==> src/logic/iefl_pkg.sv <==
package iefl_pkg;
    // Byte addresses on the register bus
    localparam logic [7:0] CORE_CTRL_ADDR = 8'h0b;
    localparam logic [7:0] PERIPH_EN_ADDR = 8'h8c;
    localparam logic [7:0] PERIPH_FLAG_ADDR = 8'h0c;
    localparam logic [7:0] EVENT_SRC_ADDR = 8'h10;
    // Core control field positions
    localparam int CC_GLOBAL_EN = 7;
    localparam int CC_GROUP_EN = 6;
    localparam int CC_TIMER_ZERO_EN = 5;
    localparam int CC_EXT_EN = 4;
    localparam int CC_PORT_EN = 3;
    localparam int CC_TIMER_ZERO_FLAG = 2;
    localparam int CC_EXT_FLAG = 1;
    localparam int CC_PORT_FLAG = 0;
    // Peripheral enable field positions
    localparam int PE_SERIAL_RX = 5;
    localparam int PE_SERIAL_TX = 4;
    localparam int PE_SYNC_SERIAL = 3;
    localparam int PE_CAPCMP_ONE = 2;
    localparam int PE_TIMER_TWO = 1;
    localparam int PE_TIMER_ONE = 0;
    // Reset values
    localparam logic [7:0] CORE_CTRL_RST = 8'h00;
    localparam logic [7:0] PERIPH_EN_RST = 8'h00;
    // Writable masks of the peripheral enable register per layout
    localparam logic [7:0] PE_MASK_BASIC = 8'h0f;
    localparam logic [7:0] PE_MASK_SERIAL = 8'h3f;
endpackage

==> src/logic/iefl_sync_if.sv <==
`timescale 1ns/1ps
interface iefl_sync_if;
    logic ext_pin;
    logic [3:0] port_pins;
    modport src (output ext_pin, output port_pins);
    modport dst (input ext_pin, input port_pins);
endinterface

==> src/logic/iefl_irq_enable_flag.sv <==
// Chosen here: the AHB-Lite slave port.
`timescale 1ns/1ps
// What this block does
// - Core control bit 4 enables the external pin interrupt.
// - Core control bit 0 sets when any upper port B pin changes.
// - Peripheral requests need the group enable bit set.
// - Peripheral enable register sits at 0x8c, one bit per source.
// - Unimplemented bits read as zero.
// - Peripheral enable bit 3 gates the synchronous serial port interrupt.
// - Peripheral enable bit 2 gates the capture/compare unit one interrupt.
// - Peripheral enable bit 1 gates the timer two period match interrupt.
// - Peripheral enable bit 0 gates the timer one overflow interrupt.
// - With serial transceiver, bit 5 gates the serial receive interrupt.
// - With serial transceiver, bit 4 gates the serial transmit interrupt.
// - Implemented peripheral enable bits are read/write and reset to zero.
// - Flags set on their condition regardless of any enable.
// - Global enable passes unmasked interrupts; cleared, it blocks them all.
module iefl_irq_enable_flag #(
    parameter bit HAS_SERIAL = 1'b1,
    parameter bit HAS_GROUP_EN = 1'b1
) (
    // Clock and reset
    input wire logic clk_i,
    input wire logic sys_rst_i,
    // AHB-Lite slave
    input wire logic hsel_i,
    input wire logic [31:0] haddr_i,
    input wire logic [1:0] htrans_i,
    input wire logic hwrite_i,
    input wire logic [2:0] hsize_i,
    input wire logic [31:0] hwdata_i,
    input wire logic hready_i,
    output logic [31:0] hrdata_o,
    output logic hreadyout_o,
    output logic hresp_o,
    // Pins
    input wire logic ext_irq_pin_i,
    input wire logic [3:0] upper_port_b_pins_i,
    input wire logic ext_edge_rising_i,
    // Peripheral events, same clock, one-cycle pulses
    input wire logic timer_zero_ovf_i,
    input wire logic [5:0] periph_event_i,
    // CPU
    output logic cpu_irq_o
);
    localparam logic [7:0] PE_MASK = HAS_SERIAL ? iefl_pkg::PE_MASK_SERIAL : iefl_pkg::PE_MASK_BASIC;

    iefl_sync_if sync ();

    iefl_pin_sync u_sync (
        .clk_i(clk_i),
        .sys_rst_i(sys_rst_i),
        .ext_irq_pin_i(ext_irq_pin_i),
        .upper_port_b_pins_i(upper_port_b_pins_i),
        .sync(sync)
    );

    logic [7:0] core_irq_control_q;
    logic [7:0] peripheral_irq_enable_q;
    logic [5:0] periph_flag_q;
    logic ext_prev_q;
    logic [3:0] port_prev_q;
    logic prev_valid_q;

    // Bus address phase capture
    logic wr_pend_q;
    logic [7:0] wr_addr_q;
    logic [31:0] rdata_q;
    logic addr_ok;
    logic rd_now;

    assign addr_ok = hsel_i && hready_i && htrans_i[1];
    assign rd_now = addr_ok && !hwrite_i;

    always_ff @(posedge clk_i or posedge sys_rst_i) begin
        if (sys_rst_i) begin
            wr_pend_q <= 1'b0;
            wr_addr_q <= 8'h00;
        end else begin
            wr_pend_q <= addr_ok && hwrite_i;
            if (addr_ok) begin
                wr_addr_q <= haddr_i[7:0];
            end
        end
    end

    logic wr_core;
    logic wr_pe;
    logic wr_pf;
    assign wr_core = wr_pend_q && (wr_addr_q == iefl_pkg::CORE_CTRL_ADDR);
    assign wr_pe = wr_pend_q && (wr_addr_q == iefl_pkg::PERIPH_EN_ADDR);
    assign wr_pf = wr_pend_q && (wr_addr_q == iefl_pkg::PERIPH_FLAG_ADDR);

    // Event detection on synchronised pins
    logic ext_edge;
    logic port_change;
    always_ff @(posedge clk_i or posedge sys_rst_i) begin
        if (sys_rst_i) begin
            ext_prev_q <= 1'b0;
            port_prev_q <= 4'h0;
            prev_valid_q <= 1'b0;
        end else begin
            ext_prev_q <= sync.ext_pin;
            port_prev_q <= sync.port_pins;
            prev_valid_q <= 1'b1;
        end
    end

    assign ext_edge = prev_valid_q && (ext_edge_rising_i ? (sync.ext_pin && !ext_prev_q)
                                                         : (!sync.ext_pin && ext_prev_q));
    assign port_change = prev_valid_q && (sync.port_pins != port_prev_q);

    // Core control register: enables from software, flags set by hardware win over clear
    logic [7:0] core_wmask;
    assign core_wmask = HAS_GROUP_EN ? 8'hff : 8'hbf;

    always_ff @(posedge clk_i or posedge sys_rst_i) begin
        if (sys_rst_i) begin
            core_irq_control_q <= iefl_pkg::CORE_CTRL_RST;
        end else begin
            logic [7:0] nxt;
            nxt = core_irq_control_q;
            if (wr_core) begin
                nxt = hwdata_i[7:0] & core_wmask;
            end
            if (timer_zero_ovf_i) begin
                nxt[iefl_pkg::CC_TIMER_ZERO_FLAG] = 1'b1;
            end
            if (ext_edge) begin
                nxt[iefl_pkg::CC_EXT_FLAG] = 1'b1;
            end
            if (port_change) begin
                nxt[iefl_pkg::CC_PORT_FLAG] = 1'b1;
            end
            core_irq_control_q <= nxt;
        end
    end

    // Peripheral enable register
    always_ff @(posedge clk_i or posedge sys_rst_i) begin
        if (sys_rst_i) begin
            peripheral_irq_enable_q <= iefl_pkg::PERIPH_EN_RST;
        end else if (wr_pe) begin
            peripheral_irq_enable_q <= hwdata_i[7:0] & PE_MASK;
        end
    end

    // Peripheral flags latched from events; software writes zero to clear
    logic [5:0] pf_impl;
    assign pf_impl = PE_MASK[5:0];

    always_ff @(posedge clk_i or posedge sys_rst_i) begin
        if (sys_rst_i) begin
            periph_flag_q <= 6'h00;
        end else begin
            logic [5:0] nxt;
            nxt = periph_flag_q;
            if (wr_pf) begin
                nxt = hwdata_i[5:0];
            end
            nxt = (nxt | periph_event_i) & pf_impl;
            periph_flag_q <= nxt;
        end
    end

    // Request combination
    logic core_req;
    logic periph_req;
    logic [5:0] pe_en;
    assign pe_en[iefl_pkg::PE_SERIAL_RX] = peripheral_irq_enable_q[iefl_pkg::PE_SERIAL_RX];
    assign pe_en[iefl_pkg::PE_SERIAL_TX] = peripheral_irq_enable_q[iefl_pkg::PE_SERIAL_TX];
    assign pe_en[iefl_pkg::PE_SYNC_SERIAL] = peripheral_irq_enable_q[iefl_pkg::PE_SYNC_SERIAL];
    assign pe_en[iefl_pkg::PE_CAPCMP_ONE] = peripheral_irq_enable_q[iefl_pkg::PE_CAPCMP_ONE];
    assign pe_en[iefl_pkg::PE_TIMER_TWO] = peripheral_irq_enable_q[iefl_pkg::PE_TIMER_TWO];
    assign pe_en[iefl_pkg::PE_TIMER_ONE] = peripheral_irq_enable_q[iefl_pkg::PE_TIMER_ONE];

    assign core_req = (core_irq_control_q[iefl_pkg::CC_TIMER_ZERO_EN] && core_irq_control_q[iefl_pkg::CC_TIMER_ZERO_FLAG])
        || (core_irq_control_q[iefl_pkg::CC_EXT_EN] && core_irq_control_q[iefl_pkg::CC_EXT_FLAG])
        || (core_irq_control_q[iefl_pkg::CC_PORT_EN] && core_irq_control_q[iefl_pkg::CC_PORT_FLAG]);
    assign periph_req = core_irq_control_q[iefl_pkg::CC_GROUP_EN] && |(pe_en & periph_flag_q);

    always_ff @(posedge clk_i or posedge sys_rst_i) begin
        if (sys_rst_i) begin
            cpu_irq_o <= 1'b0;
        end else begin
            cpu_irq_o <= core_irq_control_q[iefl_pkg::CC_GLOBAL_EN] && (core_req || periph_req);
        end
    end

    // Read data, registered in the address phase
    always_ff @(posedge clk_i or posedge sys_rst_i) begin
        if (sys_rst_i) begin
            rdata_q <= 32'h0000_0000;
        end else if (rd_now) begin
            unique case (haddr_i[7:0])
                iefl_pkg::CORE_CTRL_ADDR: rdata_q <= {24'h00_0000, core_irq_control_q};
                iefl_pkg::PERIPH_EN_ADDR: rdata_q <= {24'h00_0000, peripheral_irq_enable_q};
                iefl_pkg::PERIPH_FLAG_ADDR: rdata_q <= {26'h000_0000, periph_flag_q};
                iefl_pkg::EVENT_SRC_ADDR: rdata_q <= {27'h000_0000, sync.ext_pin, sync.port_pins};
                default: rdata_q <= 32'h0000_0000;
            endcase
        end
    end

    assign hrdata_o = rdata_q;
    assign hreadyout_o = 1'b1;
    assign hresp_o = 1'b0;
endmodule

==> src/logic/iefl_pin_sync.sv <==
`timescale 1ns/1ps
module iefl_pin_sync (
    // Clock and reset
    input wire logic clk_i,
    input wire logic sys_rst_i,
    // Raw pins
    input wire logic ext_irq_pin_i,
    input wire logic [3:0] upper_port_b_pins_i,
    // Synchronised pins
    iefl_sync_if.src sync
);
    logic [4:0] stage1_q;
    logic [4:0] stage2_q;

    always_ff @(posedge clk_i or posedge sys_rst_i) begin
        if (sys_rst_i) begin
            stage1_q <= 5'h00;
            stage2_q <= 5'h00;
        end else begin
            stage1_q <= {ext_irq_pin_i, upper_port_b_pins_i};
            stage2_q <= stage1_q;
        end
    end

    assign sync.ext_pin = stage2_q[4];
    assign sync.port_pins = stage2_q[3:0];
endmodule

==> config.mk <==
export PLATFORM = sky130hd
export DESIGN_NAME = iefl_irq_enable_flag
export DESIGN_NICKNAME = d
export VERILOG_FILES = /design/src/logic/iefl_pkg.sv /design/src/logic/iefl_sync_if.sv /design/src/logic/iefl_irq_enable_flag.sv /design/src/logic/iefl_pin_sync.sv
export SDC_FILE = /design/constraint.sdc
export NUM_CORES = 1
export LEC_CHECK = 0
export BUFFER_PORTS_ARGS = -buffer_cell sky130_fd_sc_hd__buf_2
export CAP_MARGIN = 20
export CORE_AREA = 2 2 76 78
export DETAILED_ROUTE_END_ITERATION = 6
export DIE_AREA = 0 0 78 80
export PLACE_DENSITY = 0.9
export RECOVER_POWER = 50
export SYNTH_ARGS = -nofsm -noshare
export SYNTH_HDL_FRONTEND = slang
export SYNTH_SLANG_ARGS = --single-unit
==> constraint.sdc <==
create_clock -name clk_i -period 1.6 [get_ports clk_i]
set_input_delay 0.16 -clock clk_i [delete_from_list [all_inputs] [get_ports clk_i]]
set_output_delay 0.16 -clock clk_i [all_outputs]
set_load 0.05 [all_outputs]
# Word-level counts from Yosys, hierarchy flattened
# Index checks and enable logic that the tools add are counted.
[totals]
mem_bits_rw = 0
register_bits = 78
in_bits = 87
rom_bits = 0
out_inout_bits = 35
memories = 0
latch_bits = 0
[classes]
shift = 0
n_mul = 0
n_div = 0
bitwise = 2
mux = 7
reduce_logical = 26
n_eq_ne = 8
addsub = 0
magnitude_cmp = 0
[ops]
columns = ["cell", "count"]
rows = [
  ["== test 8 x 4 -> 1 bit, second input constant", 4],
  ["one-hot mux 8 bit (4 select lines)", 1],
  ["== test 8 bit, second input constant", 2],
  ["logical AND 1 bit", 16],
  ["== test 8 x 5 -> 1 bit, second input constant", 1],
  ["AND 6 bit", 1],
  ["two-way mux 6 bit", 1],
  ["bitwise OR 6 bit", 1],
  ["nonzero test 2 bit", 3],
  ["OR reduction 6 bit", 1],
  ["two-way mux 1 bit", 4],
  ["!= test 4 bit", 1],
  ["zero test 1 bit", 3],
  ["logical OR 1 bit", 3],
  ["two-way mux 3 bit", 1],
]

# Depth between registers and ports, before layout
[depth]
ltp_word = 5
depth_mapped = 5
ltp_nobuf = 4

# By module
# A second synthesis with hierarchy kept.
[unflattened]
hier_cells = 214
hier_area_um2 = 2436.1
[modules_own_cells]
columns = ["mod", "cells_per_inst", "n_inst", "area_each_um2"]
rows = [
  ["iefl_irq_enable_flag", 203, 1, 2182.1],
  ["iefl_pin_sync", 11, 1, 254.0],
]

# Worst setup path after synthesis
# Ideal clock, no wire load.
[synth_path]
path_type = "reg2reg"
start = "register wr_addr_q[4]"
end = "register core_irq_control_q[3]"
stages_incl_launch_ff = 5
t_arrival_ns = 1.339
n_path_buf = 1
path_slack_ns = 0.136
synth_period_minus_slack_ns = 1.464
required_time_ns = 1.475
path_cell_list = "dfrtp_1 nor4b_4 and3_1 buf_6 mux2_2"
[synth_between]
elab_chain_len = 2
[synth_lines]
columns = ["item", "line", "rtl"]
rows = [
  ["start: declaration", "iefl_irq_enable_flag.sv:67", "logic [7:0] wr_addr_q;"],
  ["start signal: assignment", "iefl_irq_enable_flag.sv:82", "wr_addr_q <= haddr_i[7:0];"],
  ["== test 8 x 4 -> 1 bit", "iefl_irq_enable_flag.sv:90", "assign wr_core = wr_pend_q && (wr_addr_q == iefl_pkg::CORE_CTRL_ADDR);"],
  ["logical AND 1 bit", "iefl_irq_enable_flag.sv:90", ""],
  ["end signal: assignment", "iefl_irq_enable_flag.sv:119", "core_irq_control_q <= iefl_pkg::CORE_CTRL_RST;"],
  ["end signal: assignment", "iefl_irq_enable_flag.sv:135", "core_irq_control_q <= nxt;"],
  ["end: declaration", "iefl_irq_enable_flag.sv:58", "logic [7:0] core_irq_control_q;"],
]
# No other way between the ends.
# A chain may end at the register's enable or synchronous reset.

# Final worst setup path
[layout_path]
start = "register wr_addr_q[4]"
end = "register peripheral_irq_enable_q[5]"
[layout_between]
elab_chain_len = 2
[layout_lines]
columns = ["item", "line", "rtl"]
rows = [
  ["== test 8 bit", "iefl_irq_enable_flag.sv:91", "assign wr_pe = wr_pend_q && (wr_addr_q == iefl_pkg::PERIPH_EN_ADDR);"],
  ["logical AND 1 bit", "iefl_irq_enable_flag.sv:91", ""],
  ["end signal: assignment", "iefl_irq_enable_flag.sv:142", "peripheral_irq_enable_q <= iefl_pkg::PERIPH_EN_RST;"],
  ["end signal: assignment", "iefl_irq_enable_flag.sv:144", "peripheral_irq_enable_q <= hwdata_i[7:0] & PE_MASK;"],
  ["end: declaration", "iefl_irq_enable_flag.sv:59", "logic [7:0] peripheral_irq_enable_q;"],
]
# No other way between the ends.

==> run summary <==
Status - finished clean
Max cap viols - 0
Crit path time final - 1.57 ns
Layout Nets - 343
Max Root-Sink Buffers - 2
Hold WS - 0.0304 ns
Critical Path AT - 1.77 ns
Peak VDD IR - 0.484 mV
Ant diodes - 0
Total power - 2.83 mW
Final routed DRC violation total - 0
Switching power of the nets - 0.858 mW
Register bit total from synthesis - 54
Detailed Route Iter0 Violations - 112
Avg Vias per Cell - 5.01
Utilization after layout - 52.9%
Die ar. - 6240 sq um
GRT met2 Usage - 25.9%
Nature of the critical path startpoint - flop
Hold Vio Cnt, Final - 0
CP max FO - 6
Critical Path RT - 1.80 ns
Power Dens Cells - 989 nW/um^2
Gate Count Post-Synth - 199
Vias in the first global route - 1577
Post-Layout Inst Area - 2860 sq um
Final ANT Viol Nets - 0
Hold WC Path Type - input port to flop
Die height - 80 um
Core Box Area - 5410 sq um
Slowest stage cell, crit path - dfrtp_1
CTS tree - done
Flop pwr share - 53.9%
Max Clk Rate - 0.638 GHz
Syn avg cell area - 12.3 sq um
Skew final - 0.00728 ns
CTS Buf Count - 5
First-pass GRT wire length - 7540 um
Comb pwr share - 17.8%
Sink Count - 54
Final setup viols - 0
Area share of the largest cell type after synthesis - 55.2%
Final max-slew violation count - 0
Ys flop type - dfrtp_1
Cell family with most CP delay - simple AND/OR/NAND/NOR gates
Routed Wire Length - 4560 um
Placer Congestion - 0.847
Hold Startpoint - periph_event_i[1]
Reg clk slew, reported paths - 0.10 ns
Yosys warnings - 0
Clock Root Buffer - clkbuf_8
Largest net degree at the start of global routing - 55
Clock latency on the worst-skew pair - 0.32 ns
Vias - 1648
Post-place instance area - 2690 sq um
Die width - 78 um
Asr flop ratio synth - 100%
Static Leak - 1.37 nW
Relative slew slack - 53.3%
Area grow syn2layout - 16.9%
Synthesized area - 2450 sq um
DRT Pass-1 Iters - 4
Worst setup path class - flop to flop
Congestion Overflow GR - 0
Worst-path cell chain - nor4b_4 > buf_4 > nand4_1 > buf_6 > mux2_2
Largest area contributor in the netlist - dfrtp_1
Initial antenna violation count - 0
Clock share of power - 28.3%
Post-synthesis sequential area ratio - 55.2%
Final period util - 98.0%
Launch point of the worst reg-to-reg path - wr_addr_q[4]
Netlist cell types - 39
Worst-margin pin slew - 0.701 ns
Met3 Use GR - 3.05%
GR Layer Usage met1 - 20.1%
Avg WL per Cell - 13.8 um
Busiest grt layer - met2
Initial core utilization - 45.3%
# rows - 27
IO Pins - 122
Final setup TNS - 0 ns
Crit path buf inv count - 2
I/O Buffers - 43
EDFF count, synth - 0
Share of layout cells above drive strength 1 - 37.7%
Int Pwr - 1.97 mW
Top cells by area, synth - dfrtp_1 55%, mux2_2 11%, buf_4 8.0%
RSZ-0062 raised after global routing - yes
Post-DP HPWL - 3450 um
CTS H-Tree Depth - 2
Worst setup path startpoint - wr_addr_q[4]
Critical path's largest stage delay - 0.42 ns
Total GRT Usage - 15.7%
CP endpoint kind - flop
Switching Fraction - 30.3%
==> synthesized netlist by cell type (2+ instances only) <==
| cell type | number |
|---|---|
| dfrtp_1 | 54 |
| buf_4 | 26 |
| mux2_2 | 25 |
| nand2_1 | 17 |
| nor2_1 | 12 |
| a221oi_1 | 5 |
| a22o_2 | 5 |
| a21oi_1 | 4 |
| clkbuf_1 | 4 |
| xor2_1 | 4 |
| a22oi_1 | 3 |
| a22o_1 | 2 |
| and3_1 | 2 |
| and3_2 | 2 |
| and3b_1 | 2 |
| and4b_1 | 2 |
| buf_2 | 2 |
| conb_1 | 2 |
| inv_1 | 2 |
| mux2i_1 | 2 |
| nand3_1 | 2 |
| nand3b_1 | 2 |
| nor3b_1 | 2 |
==> flip-flops by register name (all words and copies together), names as in the netlist, 4 cells and up <==
signal,cells
u_sync.stage2_q,5
port_prev_q,4
periph_flag_q,6
core_irq_control_q,8
u_sync.stage1_q,5
wr_addr_q,8
hrdata_o,8
peripheral_irq_enable_q,6
==> routing by layer <==
layer  share of wire (%)  vias up
met2                  49       64
met4                 1.9        0
li1                    -      766
met5                   0        -
met3                 6.5        8
met1                  43      810
==> final timing paths <==
kind                                              end  slack (ns)  cells past startpoint
setup / recovery           peripheral_irq_enable_q[5]        0.03                      5
min in group asynchronous          u_sync.stage1_q[0]        0.60                      4
max in group asynchronous                 hrdata_o[4]        0.53                      4
setup reg to reg           peripheral_irq_enable_q[5]        0.03                      5
hold / removal                       periph_flag_q[1]        0.03                      3
hold reg to reg                    u_sync.stage2_q[0]        0.36                      0
==> power by group through the flow <==
stage | clock [mW] | sequential [mW] | combinational (mW)
CTS | 0.820 | 1.53 | 0.510
detailed placement | 0 | 1.55 | 0.493
global route | 0.870 | 1.54 | 0.543
finish | 0.800 | 1.53 | 0.505
global placement | 0 | 1.55 | 0.483
floorplan | 0 | 1.62 | 0.334
==> worst reg2reg max path, cell delays in order (launching register included) <==
cell,delay [ns]
dfrtp_1,0.42
nor4b_4,0.31
buf_4,0.16
nand4_1,0.13
buf_6,0.18
mux2_2,0.26
==> timing repair <==
item	4_1_cts	5_1_grt
hold buffers	6	0
pin swaps	1	1
endpoints found under the hold margin	59	0
endpoints found under the setup margin	5	8
resized for setup	1	1
setup buffers	1	1
==> logic make-up (layout without fill, tap and decap cells) <==
family	after synthesis	after routing	synth area share, %
multiplexers	27	27	12.3
XOR/XNOR	4	4	1.43
buffers and inverters	35	68	9.76
flip-flops	54	54	55.2
AO/OA/AOI/OAI	25	25	8.28
AND/OR/NAND/NOR	52	52	12.7
other	2	27	0.307
==> cell type report <==
class                           instances  area [sq um]
Fill cell                             474          2540
Clock inverter                          2          17.5
Timing Repair Buffer                   58           355
Sequential cell                        54          1350
Tap cell                               72          90.1
Multi-Input combinational cell        135           957
Inverter                                2          7.51
Clock buffer                            6          82.6
==> cells in the final DEF, fill, tap and decap left out, types with 2 or more instances in the layout <==
| cell | synthesis | routed |
|---|---|---|
| a21oi_1 | 4 | 4 |
| a221oi_1 | 5 | 5 |
| a22o_1 | 2 | 2 |
| a22o_2 | 5 | 5 |
| a22oi_1 | 3 | 3 |
| and3_2 | 2 | 2 |
| and3b_1 | 2 | 2 |
| and4b_1 | 2 | 2 |
| buf_2 | 2 | 43 |
| buf_4 | 26 | 5 |
| clkbuf_8 | 0 | 6 |
| clkinv_4 | 0 | 2 |
| conb_1 | 2 | 27 |
| dfrtp_1 | 54 | 54 |
| dlygate4sd3_1 | 0 | 6 |
| inv_1 | 2 | 2 |
| mux2_2 | 25 | 25 |
| mux2i_1 | 2 | 2 |
| nand2_1 | 17 | 17 |
| nand3_1 | 2 | 2 |
| nand3b_1 | 2 | 2 |
| nor2_1 | 12 | 12 |
| nor3b_1 | 2 | 2 |
| xor2_1 | 4 | 4 |
==> through the flow <==
step	instances	setup WS, ns
after floorplan	224	0.125
after global placement	313	0.0302
after detailed placement	313	-0.00507
after CTS	328	0.0538
after global routing	329	-0.0462
final	329	0.0316
Note: power is estimated with default switching activity, not from simulation.
